==> src/halt_emulation_pkg.sv <==
// Constants and types for the halt, emulation and pin control block
`default_nettype none

package halt_emulation_pkg;

  // Enhancement control register, I/O address low byte
  localparam logic [7:0] ENH_ADDR = 8'hD9;
  localparam logic [7:0] ENH_RESET = 8'h00;
  localparam logic [7:0] ENH_WR_MASK = 8'h3F;
  localparam int ENH_FORCE_HALT_BIT = 5;
  localparam int ENH_TX_TRISTATE_BIT = 4;
  localparam int ENH_CLK_DIV_BIT = 3;

  // Timing
  localparam int HALT_RECOVERY_CYCLES = 16;
  localparam int CLK_PERIOD_NS = 10;
  localparam int RESET_STRETCH_NS = 320;
  localparam int RESET_STRETCH_CYCLES = (RESET_STRETCH_NS + CLK_PERIOD_NS - 1) / CLK_PERIOD_NS;
  localparam int CNT_W = 6;

  // Emulation mode straps
  typedef enum logic [1:0] {
    MODE_NORMAL = 2'h0,
    MODE_ADAPTER = 2'h1,
    MODE_PROBE = 2'h2,
    MODE_TEST = 2'h3
  } emuMode_t;

  // One field per pin; used for both levels and output enables
  typedef struct packed {
    logic sysClk;
    logic opFetch;
    logic memReq;
    logic ioReq;
    logic rdStrobe;
    logic wrStrobe;
    logic refresh;
    logic haltStat;
    logic status;
    logic eClk;
    logic busGrant;
    logic waitPin;
    logic [19:0] addr;
    logic [7:0] data;
    logic async_tx_ch0;
    logic request_to_send_ch0;
    logic async_tx_ch1;
    logic interrupt_request_0;
    logic serial_tx_a_pin;
    logic rom_chip_select;
    logic ram_chip_select;
    logic memWr;
    logic io_chip_select;
  } pins_t;

  // Pin function selects from the pin mux register
  typedef struct packed {
    logic memStrobeSel;
    logic ioCsSel;
  } pinSel_t;

endpackage

`default_nettype wire

==> src/halt_emulation_pin_control.sv <==
// Halt, sleep and emulation pin control with the enhancement control register
// How it works
// - Bit 5 set skips the 16-cycle halt recovery and leaves pins under normal control.
// - Bit 5 clears to zero on every reset.
// - Bit 4 floats serial_tx_a_pin while halt status is asserted; off after reset.
// - Bit 5 set prevents serial_tx_a_pin floating during halt, whatever bit 4 says.
// - Bit 3 set halves the serial controller clock enable; clear gives full rate.
// - Register read and written at I/O address D9 hex, upper address byte ignored.
// - Adapter mode turns bus outputs into inputs, drives wait, floats async_tx_ch0, request_to_send_ch0 and async_tx_ch1.
// - Probe mode floats every output.
// - Normal mode stretches the reset pin through a one-shot; adapter mode bypasses it.
// - External reset reinitialises configuration, serial controller and UART emulation.
// - Crystal oscillator is disabled in modes 1 and 2.
// - In sleep or halt ROM and RAM chip selects drive high, memory strobes high when selected.
// - In sleep or halt read and write strobes float, I/O select when selected.
// - In power-down the address and data lines always float.
// - UART emulation logic is disabled while the core is powered down.
`timescale 1ns/100ps
`default_nettype none

module halt_emulation_pin_control (
  // Clock and reset
  input wire logic clk_sys,
  input wire logic rstn,
  // External reset pin and emulation mode straps
  input wire logic resetPinN,
  input wire logic [1:0] emuModePin,
  // Processor I/O access
  input wire logic [15:0] ioAddr,
  input wire logic [7:0] ioWrData,
  input wire logic ioWrEn,
  input wire logic ioRdEn,
  output logic [7:0] ioRdData,
  output logic ioRdHit,
  // Core state and pin selects
  input wire logic coreHalt,
  input wire logic coreSleep,
  input wire halt_emulation_pkg::pinSel_t pinSel,
  // Core pin levels
  input wire halt_emulation_pkg::pins_t coreLevel,
  // Pin outputs and enables
  output halt_emulation_pkg::pins_t pinOut,
  output halt_emulation_pkg::pins_t pinOe,
  // System controls
  output logic intResetN,
  output logic oscEnable,
  output logic uartEmuEnable,
  output logic sccClkEn,
  output logic haltRecovering,
  output logic pinsHaltControl
);

  logic [1:0] modeMeta_q;
  logic [1:0] modeSync_q;
  logic resetMeta_q;
  logic resetSync_q;
  logic [halt_emulation_pkg::CNT_W-1:0] stretchCnt_q;
  logic intResetN_q;
  logic [7:0] enh_q;
  logic [7:0] ioRdData_q;
  logic ioRdHit_q;
  logic sccClkEn_q;
  logic haltPrev_q;
  logic [halt_emulation_pkg::CNT_W-1:0] recovCnt_q;
  halt_emulation_pkg::pins_t pinOut_q;
  halt_emulation_pkg::pins_t pinOe_q;
  halt_emulation_pkg::pins_t pinOut_d;
  halt_emulation_pkg::pins_t pinOe_d;
  halt_emulation_pkg::emuMode_t mode;
  logic forceHalt;
  logic powerDown;
  logic enhHit;

  assign mode = halt_emulation_pkg::emuMode_t'(modeSync_q);
  assign forceHalt = enh_q[halt_emulation_pkg::ENH_FORCE_HALT_BIT];
  assign powerDown = coreSleep | (coreHalt & ~forceHalt);
  assign enhHit = (ioAddr[7:0] == halt_emulation_pkg::ENH_ADDR);

  // Pin synchronisers
  always_ff @(posedge clk_sys or negedge rstn) begin
    if (!rstn) begin
      modeMeta_q <= 2'h0;
      modeSync_q <= 2'h0;
      resetMeta_q <= 1'b0;
      resetSync_q <= 1'b0;
    end else begin
      modeMeta_q <= emuModePin;
      modeSync_q <= modeMeta_q;
      resetMeta_q <= resetPinN;
      resetSync_q <= resetMeta_q;
    end
  end

  // Reset one-shot
  always_ff @(posedge clk_sys or negedge rstn) begin
    if (!rstn) begin
      stretchCnt_q <= halt_emulation_pkg::CNT_W'(halt_emulation_pkg::RESET_STRETCH_CYCLES);
      intResetN_q <= 1'b0;
    end else if (mode == halt_emulation_pkg::MODE_ADAPTER) begin
      stretchCnt_q <= '0;
      intResetN_q <= resetSync_q;
    end else if (!resetSync_q) begin
      stretchCnt_q <= halt_emulation_pkg::CNT_W'(halt_emulation_pkg::RESET_STRETCH_CYCLES);
      intResetN_q <= 1'b0;
    end else if (stretchCnt_q != '0) begin
      stretchCnt_q <= stretchCnt_q - 1'b1;
      intResetN_q <= 1'b0;
    end else begin
      intResetN_q <= 1'b1;
    end
  end

  // Enhancement control register
  always_ff @(posedge clk_sys or negedge rstn) begin
    if (!rstn) begin
      enh_q <= halt_emulation_pkg::ENH_RESET;
    end else if (!intResetN_q) begin
      enh_q <= halt_emulation_pkg::ENH_RESET;
    end else if (ioWrEn && enhHit) begin
      enh_q <= ioWrData & halt_emulation_pkg::ENH_WR_MASK;
    end
  end

  // Register read port
  always_ff @(posedge clk_sys or negedge rstn) begin
    if (!rstn) begin
      ioRdData_q <= 8'h00;
      ioRdHit_q <= 1'b0;
    end else begin
      ioRdHit_q <= ioRdEn & enhHit;
      ioRdData_q <= (ioRdEn && enhHit) ? (enh_q & halt_emulation_pkg::ENH_WR_MASK) : 8'h00;
    end
  end

  // Serial controller clock enable
  always_ff @(posedge clk_sys or negedge rstn) begin
    if (!rstn) begin
      sccClkEn_q <= 1'b1;
    end else if (!intResetN_q) begin
      sccClkEn_q <= 1'b1;
    end else if (enh_q[halt_emulation_pkg::ENH_CLK_DIV_BIT]) begin
      sccClkEn_q <= ~sccClkEn_q;
    end else begin
      sccClkEn_q <= 1'b1;
    end
  end

  // Halt recovery counter
  always_ff @(posedge clk_sys or negedge rstn) begin
    if (!rstn) begin
      haltPrev_q <= 1'b0;
      recovCnt_q <= '0;
    end else begin
      haltPrev_q <= coreHalt;
      if (forceHalt) begin
        recovCnt_q <= '0;
      end else if (haltPrev_q && !coreHalt) begin
        recovCnt_q <= halt_emulation_pkg::CNT_W'(halt_emulation_pkg::HALT_RECOVERY_CYCLES);
      end else if (recovCnt_q != '0) begin
        recovCnt_q <= recovCnt_q - 1'b1;
      end
    end
  end

  // Pin direction and level
  always_comb begin
    pinOut_d = coreLevel;
    pinOe_d = '1;
    pinOe_d.waitPin = 1'b0;
    pinOe_d.data = coreLevel.rdStrobe ? 8'h00 : 8'hFF;
    pinOe_d.interrupt_request_0 = 1'b0;
    pinOut_d.interrupt_request_0 = 1'b0;
    pinOe_d.memWr = pinSel.memStrobeSel;
    pinOe_d.io_chip_select = pinSel.ioCsSel;
    if (powerDown) begin
      pinOut_d.rom_chip_select = 1'b1;
      pinOut_d.ram_chip_select = 1'b1;
      if (pinSel.memStrobeSel) begin
        pinOut_d.memReq = 1'b1;
        pinOut_d.memWr = 1'b1;
      end
      pinOe_d.rdStrobe = 1'b0;
      pinOe_d.wrStrobe = 1'b0;
      if (pinSel.ioCsSel) begin
        pinOe_d.io_chip_select = 1'b0;
      end
      pinOe_d.addr = '0;
      pinOe_d.data = '0;
    end
    if (coreHalt && enh_q[halt_emulation_pkg::ENH_TX_TRISTATE_BIT] && !forceHalt) begin
      pinOe_d.serial_tx_a_pin = 1'b0;
    end
    unique case (mode)
      halt_emulation_pkg::MODE_NORMAL: begin
      end
      halt_emulation_pkg::MODE_ADAPTER: begin
        pinOe_d.sysClk = 1'b0;
        pinOe_d.opFetch = 1'b0;
        pinOe_d.memReq = 1'b0;
        pinOe_d.ioReq = 1'b0;
        pinOe_d.rdStrobe = 1'b0;
        pinOe_d.wrStrobe = 1'b0;
        pinOe_d.refresh = 1'b0;
        pinOe_d.haltStat = 1'b0;
        pinOe_d.status = 1'b0;
        pinOe_d.eClk = 1'b0;
        pinOe_d.busGrant = 1'b0;
        pinOe_d.addr = '0;
        pinOe_d.waitPin = 1'b1;
        pinOe_d.async_tx_ch0 = 1'b0;
        pinOe_d.request_to_send_ch0 = 1'b0;
        pinOe_d.async_tx_ch1 = 1'b0;
        pinOe_d.interrupt_request_0 = ~coreLevel.interrupt_request_0;
      end
      halt_emulation_pkg::MODE_PROBE: begin
        pinOe_d = '0;
      end
      halt_emulation_pkg::MODE_TEST: begin
        pinOe_d = '0;
      end
    endcase
  end

  always_ff @(posedge clk_sys or negedge rstn) begin
    if (!rstn) begin
      pinOut_q <= '0;
      pinOe_q <= '0;
    end else begin
      pinOut_q <= pinOut_d;
      pinOe_q <= pinOe_d;
    end
  end

  assign pinOut = pinOut_q;
  assign pinOe = pinOe_q;
  assign ioRdData = ioRdData_q;
  assign ioRdHit = ioRdHit_q;
  assign intResetN = intResetN_q;
  assign sccClkEn = sccClkEn_q;
  assign haltRecovering = (recovCnt_q != '0);
  assign pinsHaltControl = powerDown;
  assign oscEnable = (mode != halt_emulation_pkg::MODE_ADAPTER) && (mode != halt_emulation_pkg::MODE_PROBE);
  assign uartEmuEnable = intResetN_q & ~powerDown;

  // Checks
  force_halt_skip_a: assert property (@(posedge clk_sys) disable iff (!rstn)
    forceHalt |-> ##1 !haltRecovering)
    else $error("halt recovery ran with bit 5 set");

  recovery_length_a: assert property (@(posedge clk_sys) disable iff (!rstn)
    (haltPrev_q && !coreHalt && !forceHalt) |=>
      (recovCnt_q == halt_emulation_pkg::CNT_W'(halt_emulation_pkg::HALT_RECOVERY_CYCLES)))
    else $error("halt recovery count not loaded with 16");

  reset_clears_enh_a: assert property (@(posedge clk_sys) disable iff (!rstn)
    !intResetN_q |=> (enh_q == 8'h00))
    else $error("enhancement register not cleared by reset");

  tx_float_halt_a: assert property (@(posedge clk_sys) disable iff (!rstn)
    (coreHalt && enh_q[halt_emulation_pkg::ENH_TX_TRISTATE_BIT] && !forceHalt) |=> !pinOe.serial_tx_a_pin)
    else $error("transmit pin driven during halt");

  tx_kept_force_a: assert property (@(posedge clk_sys) disable iff (!rstn)
    (forceHalt && mode == halt_emulation_pkg::MODE_NORMAL) |=> pinOe.serial_tx_a_pin)
    else $error("transmit pin floated with bit 5 set");

  clk_div_pulse_a: assert property (@(posedge clk_sys) disable iff (!rstn)
    (enh_q[halt_emulation_pkg::ENH_CLK_DIV_BIT] && $past(enh_q[halt_emulation_pkg::ENH_CLK_DIV_BIT]) &&
      intResetN_q && sccClkEn) |=> (enh_q[halt_emulation_pkg::ENH_CLK_DIV_BIT] -> !sccClkEn))
    else $error("divided serial clock enable not alternating");

  reg_readback_a: assert property (@(posedge clk_sys) disable iff (!rstn)
    (ioRdEn && enhHit) |=> (ioRdHit && ioRdData == ($past(enh_q) & halt_emulation_pkg::ENH_WR_MASK)))
    else $error("register read returned wrong value");

  reserved_zero_a: assert property (@(posedge clk_sys) disable iff (!rstn)
    enh_q[7:6] == 2'h0)
    else $error("reserved enhancement bits set");

  probe_float_a: assert property (@(posedge clk_sys) disable iff (!rstn)
    (mode == halt_emulation_pkg::MODE_PROBE) |=> (pinOe == '0))
    else $error("output driven in probe mode");

  adapter_dirs_a: assert property (@(posedge clk_sys) disable iff (!rstn)
    (mode == halt_emulation_pkg::MODE_ADAPTER) |=> (pinOe.waitPin && !pinOe.sysClk && pinOe.addr == '0))
    else $error("adapter mode pin directions wrong");

  osc_off_a: assert property (@(posedge clk_sys) disable iff (!rstn)
    (modeSync_q == 2'h1 || modeSync_q == 2'h2) |-> !oscEnable)
    else $error("oscillator enabled in emulation mode");

  sleep_pins_a: assert property (@(posedge clk_sys) disable iff (!rstn)
    (powerDown && mode == halt_emulation_pkg::MODE_NORMAL) |=>
      (pinOut.rom_chip_select && pinOut.ram_chip_select && !pinOe.rdStrobe && !pinOe.wrStrobe && pinOe.data == '0))
    else $error("power-down pin state wrong");

  uart_off_a: assert property (@(posedge clk_sys) disable iff (!rstn)
    powerDown |-> !uartEmuEnable)
    else $error("UART emulation enabled in power-down");

  stretch_len_a: assert property (@(posedge clk_sys) disable iff (!rstn)
    (mode == halt_emulation_pkg::MODE_NORMAL && !resetSync_q) ##1
      (mode == halt_emulation_pkg::MODE_NORMAL && resetSync_q) |-> !intResetN[*8])
    else $error("internal reset not stretched");

endmodule

`default_nettype wire

==> config.mk <==
export PLATFORM = sky130hd
export DESIGN_NAME = halt_emulation_pin_control
export DESIGN_NICKNAME = d
export VERILOG_FILES = /design/src/halt_emulation_pkg.sv /design/src/halt_emulation_pin_control.sv
export SDC_FILE = /design/constraint.sdc
export NUM_CORES = 1
export LEC_CHECK = 0
export BUFFER_PORTS_ARGS = -buffer_cell sky130_fd_sc_hd__buf_2
export CAP_MARGIN = 20
export CORE_AREA = 10 10 96 98
export DETAILED_ROUTE_END_ITERATION = 10
export DIE_AREA = 0 0 106 108
export GPL_ROUTABILITY_DRIVEN = 0
export GPL_TIMING_DRIVEN = 0
export PLACE_DENSITY_LB_ADDON = 0.15
export SYNTH_ARGS = -nofsm -noshare
export SYNTH_HDL_FRONTEND = slang
export SYNTH_SLANG_ARGS = --single-unit
==> constraint.sdc <==
create_clock -name clk_sys -period 4.19 [get_ports clk_sys]
set_clock_uncertainty 0.05 [all_clocks]
set_input_delay 0 -clock clk_sys [delete_from_list [all_inputs] [get_ports clk_sys]]
set_output_delay 0 -clock clk_sys [all_outputs]
set_load 0.005 [all_outputs]
Word level (Yosys, flattened, before mapping)

Cells that the tools add are included.

Bits in read-only memories: 0
Word-level logic and storage cells: 114
Register bits: 131
Input bits: 84
Memory bits (writable): 0
Memories kept: 0
Latch bits: 0
Output and inout port bits: 113

$add $sub $neg: 2
Equal/unequal tests: 8
Shift-type cells: 0
Mux-type cells: 27
$mul: 0
Reduce and logical (&&, ||, !) cells: 12
Div/mod/pow operators: 0
Bitwise operators: 8
$lt $le $gt $ge: 0

Operators by type and width:

| kind                                                                   | count |
|---|---|
| 32-bit one-hot mux with 2 select lines                                 | 1 |
| 6-bit 2-to-1 mux                                                       | 9 |
| 28-bit 2-to-1 mux                                                      | 1 |
| 8-bit 2-to-1 mux                                                       | 2 |
| 6-bit nonzero test                                                     | 2 |
| 6-bit by 1-bit subtractor with 6-bit output (second input constant)    | 2 |
| 1-bit 2-to-1 mux                                                       | 10 |
| 8-bit equality test (second input constant)                            | 1 |
| 4-bit one-hot mux with 2 select lines                                  | 1 |
| 1-bit logical AND                                                      | 6 |
| 5-bit 2-to-1 mux                                                       | 1 |
| 2-bit equality test (second input constant)                            | 2 |
| 2-bit by 1-bit != test with 1-bit output (second input constant)       | 2 |
| 1-bit NOT                                                              | 4 |
| 1-bit bitwise AND                                                      | 3 |
| 3-bit 2-to-1 mux                                                       | 1 |
| 3-bit by 1-bit != test with 1-bit output (second input constant)       | 1 |
| 3-bit nonzero test                                                     | 1 |
| 2-bit by 1-bit equality test with 1-bit output (second input constant) | 1 |
| 1-bit zero test                                                        | 2 |
| 2-bit 2-to-1 mux                                                       | 1 |
| 2-bit != test (second input constant)                                  | 1 |
| 2-bit OR reduction                                                     | 1 |
| 1-bit OR                                                               | 1 |

Logic depth before layout (Yosys ltp)

Depth in word-level cells: 5
Gate-level depth with buffers: 5
Gate-level depth less buffers: 5

Least setup slack after synthesis

No wires, ideal clock.

Path type: reg-to-reg
From: register stretchCnt_q[2] (netlist name)
To: register stretchCnt_q[1] (netlist name)
Path slack: 2.845 ns
Arrival time: 1.208 ns
Stages on the path, launching flop included: 5
Period minus slack after synthesis: 1.345 ns
Cell sequence: dfrtp_1 > or3_1 > buf_6 > o21a_1 > a211oi_2

Word-level cells in the longest chain between the ends: 2

RTL lines:

| item                                                      | RTL line                          | source |
|---|---|---|
| start: declaration                                        | halt_emulation_pin_control.sv:57  | `logic [halt_emulation_pkg::CNT_W-1:0] stretchCnt_q;` |
| start signal: assignment                                  | halt_emulation_pin_control.sv:97  | `stretchCnt_q <= halt_emulation_pkg::CNT_W'(halt_emulation_pkg::RESET_STRETCH_CYCLES);` |
| start signal: assignment                                  | halt_emulation_pin_control.sv:103 | `stretchCnt_q <= halt_emulation_pkg::CNT_W'(halt_emulation_pkg::RESET_STRETCH_CYCLES);` |
| start signal: assignment                                  | halt_emulation_pin_control.sv:106 | `stretchCnt_q <= stretchCnt_q - 1'b1;` |
| 6-bit nonzero test                                        | halt_emulation_pin_control.sv:105 | `end else if (stretchCnt_q != '0) begin` |
| 3-bit by 1-bit != test with 1-bit output (no source line) | n/a                               |  |

No other way between the ends.
A chain may end at the register's enable or synchronous reset.

==> impl_metrics.yaml <==
routing:
  ant_nets: 0
  drt-total-wl_um: 9770
  drt_iter0_markers: 79
  drc_errors: 0
  wire_per_inst_um: 15.6
  via_count: 2710
  via_per_inst: 4.34
  drt_pass1_iterations: 4
floorplanning:
  initial_core_util: 0.455
  die_x_um: 106
  fp.dieH_um: 108
  die_area_um2: 11400
  placementRows: 32
  pin_count: 197
  coreArea_um2: 7450
logic_synthesis:
  syn_area_um2: 3390
  synthCells: 252
  yosysSeqAreaShare: 0.672
  ys_seq_elements: 91
  synth-edff-count: 0
  async_flop_share: 1.00
  synth_cell_types: 38
  yosysWarningCount: 0
  synthFlopType: "dfrtp_1"
  avgSynthCellArea_um2: 13.5
sta:
  maxSlewViolCount: 0
  grt_setup_unrepaired: "no"
  worst_pin_slew_ns: 0.717
  hold_viol: 0
  fmax_ghz: 0.560
  fin_crit_sh: 0.426
  max_slew_margin: 0.520
  finalSetupTns_ns: 0
  setup_violations: 0
  finalCriticalPeriod_ns: 1.78
global_route:
  track_usage: 0.172
  grt_pass1_vias: 2981
  grt_max_degree: 63
  overflow: 0
  gr-usage-met2: 0.276
  met3_usage: 0.112
  grt_pass1_wl_um: 15700
  antenna_found_initial: 1
  busiest_layer: "met2"
  grt_use_met1: 0.183
cts:
  cts_buffer_depth: 2
  cts_made_buffers: 9
  post_cts_buffers: 0
  cts_tree: "done"
  htreeDepth: 3
  clk_pin_slew_ns: 0.09
  numClockSinks: 91
  clk_latency_ns: 0.35
  root_buffer: "clkbuf_8"
critical_path:
  worstReg2RegStart: "enh_q[5]"
  criticalPathCategory: "flop to flop"
  timing.rr.end: "pinOut[1]"
  ff2ff_setup_slack_ns: 2.41
  cp-end-kind: "flop"
  cp-endpoint: "pinOut[1]"
  required_ns: 4.37
  crit_fanout: 5
  worstSetupStartpointType: "flop"
  rr_worst_depth: 5
  cp_data_arrival_time_ns: 1.97
  crit_start: "enh_q[5]"
power:
  fin_total_pwr_mw: 2.14
  p_per_area_nw_per_um2: 401
  vdd_drop_max_mv: 0.288
  leakagePower_nw: 2.83
placement:
  post_dp_cell_area_um2: 4470
  hpwl_um: 6890
  port_buffers: 183
finish:
  final_core_util: 0.717
  register_area_um2: 2280
  n_fill_cell: 519
  final_common_cell: "buf_2"
  nNetsFinal: 608
  fin_area_um2: 5340
  multi_input_area_um2: 741
  syn2layout_area_growth_pct: 57.4
  drive_gt1_frac: 0.486
  layout_common_cells: "182 x buf_2, 89 x dfrtp_1, 67 x dlygate4sd3_1"
min_path:
  worstHoldPathType: "input pin to flop"
status:
  status: "complete, no violations"
run:
  maxCapViolations: 0
==> metal layers <==
layer | vias up | routed length (µm)
li1 | 1314 | -
met1 | 1254 | 3620
met2 | 130 | 4660
met3 | 12 | 1360
met4 | 0 | 122
met5 | - | 0
==> cells in the mapped netlist, drive strengths merged, types with 2 or more instances <==
| cell | count | area share |
|---|---|---|
| or3 | 4 | 0.0074 |
| nand4b | 2 | 0.0096 |
| nor4 | 3 | 0.0055 |
| buf | 44 | 0.098 |
| ha | 8 | 0.030 |
| nor3b | 3 | 0.0066 |
| dfrtp | 89 | 0.66 |
| dfstp | 2 | 0.015 |
| a211oi | 2 | 0.0059 |
| mux2i | 6 | 0.018 |
| a21o | 3 | 0.0066 |
| nor2 | 6 | 0.0074 |
| nand3 | 3 | 0.0044 |
| xnor2 | 2 | 0.0052 |
| o21a | 3 | 0.0066 |
| nor2b | 3 | 0.0055 |
| nand2 | 12 | 0.013 |
| o31ai | 3 | 0.0066 |
| o21ai | 4 | 0.0059 |
| nor3 | 9 | 0.018 |
| nand2b | 6 | 0.011 |
| a31oi | 2 | 0.0037 |
| a21oi | 6 | 0.0089 |
| inv | 11 | 0.012 |
| and2 | 8 | 0.015 |
==> power breakdown <==
group	switching, mW	internal, mW	total [mW]	leakage, nW
combinational	0.249	0.279	0.528	1.62
clock	0.329	0.245	0.574	0.0962
sequential	0.0727	0.964	1.04	1.11
total	0.650	1.49	2.14	2.83
==> through the flow <==
stage               hold slack (ns)  cells  setup slack [ns]
detailed placement          -0.0902    540              2.78
finish                       0.0399    624              2.41
floorplan                    -0.346    254              2.85
global placement             0.0579    539              2.28
global route                 0.0507    624              2.26
CTS                          0.0186    623              2.39
==> logic make-up after synthesis <==
logic type	share of synthesized area
AO/OA/AOI/OAI	0.0494
XOR/XNOR	0.00517
adder cells (fa/ha/maj)	0.0295
buffers and inverters	0.112
flip-flops	0.672
multiplexers	0.0177
other	0.00111
AND/OR/NAND/NOR	0.113
==> sequential cells by signal, summed over array words and instances (netlist names), 2 cells and up <==
name and flops:
modeMeta_q 2, pinOe 9, stretchCnt_q 6, mode 2
ioRdData 6, pinOut 48, recovCnt_q 6, enh_q 6
==> critical path, cell delays in order (launching register included) <==
cell and delay, ns:
dfrtp_1 0.42, nor2b_1 0.10, nor2_1 0.24, inv_1 0.14
a21o_1 0.19, dlygate4sd3_1 0.54
==> worst min-delay path by stage <==
stage             startpoint    endpoint  slack [ns]  cells past startpoint
6_report              ioWrEn    enh_q[1]        0.04                      4
5_1_grt               ioWrEn    enh_q[5]        0.05                      4
4_1_cts               ioWrEn    enh_q[3]        0.02                      4
3_5_place_dp            rstn  pinOut[18]       -0.09                      1
3_3_place_gp   coreLevel[41]  pinOut[41]        0.06                      1
2_1_floorplan           rstn    enh_q[0]       -0.35                      0
==> what timing repair did <==
action / 4_1_cts / 5_1_grt
setup endpoints to repair: 0 / 0
hold buffers: 67 / 0
hold endpoints to repair: 155 / 0
resized for setup: 0 / 0
==> layout make-up <==
cell class,instances,area share
clock buffers,10,0.0258
multi-input cells,107,0.139
well taps,102,0.0239
plain buffers,45,0.0633
repair buffers,251,0.303
inverters,11,0.00774
diodes,1,0.000469
clock inverters,6,0.0101
flip-flops and latches,91,0.427
No activity file was read; power rests on OpenSTA's default activity.
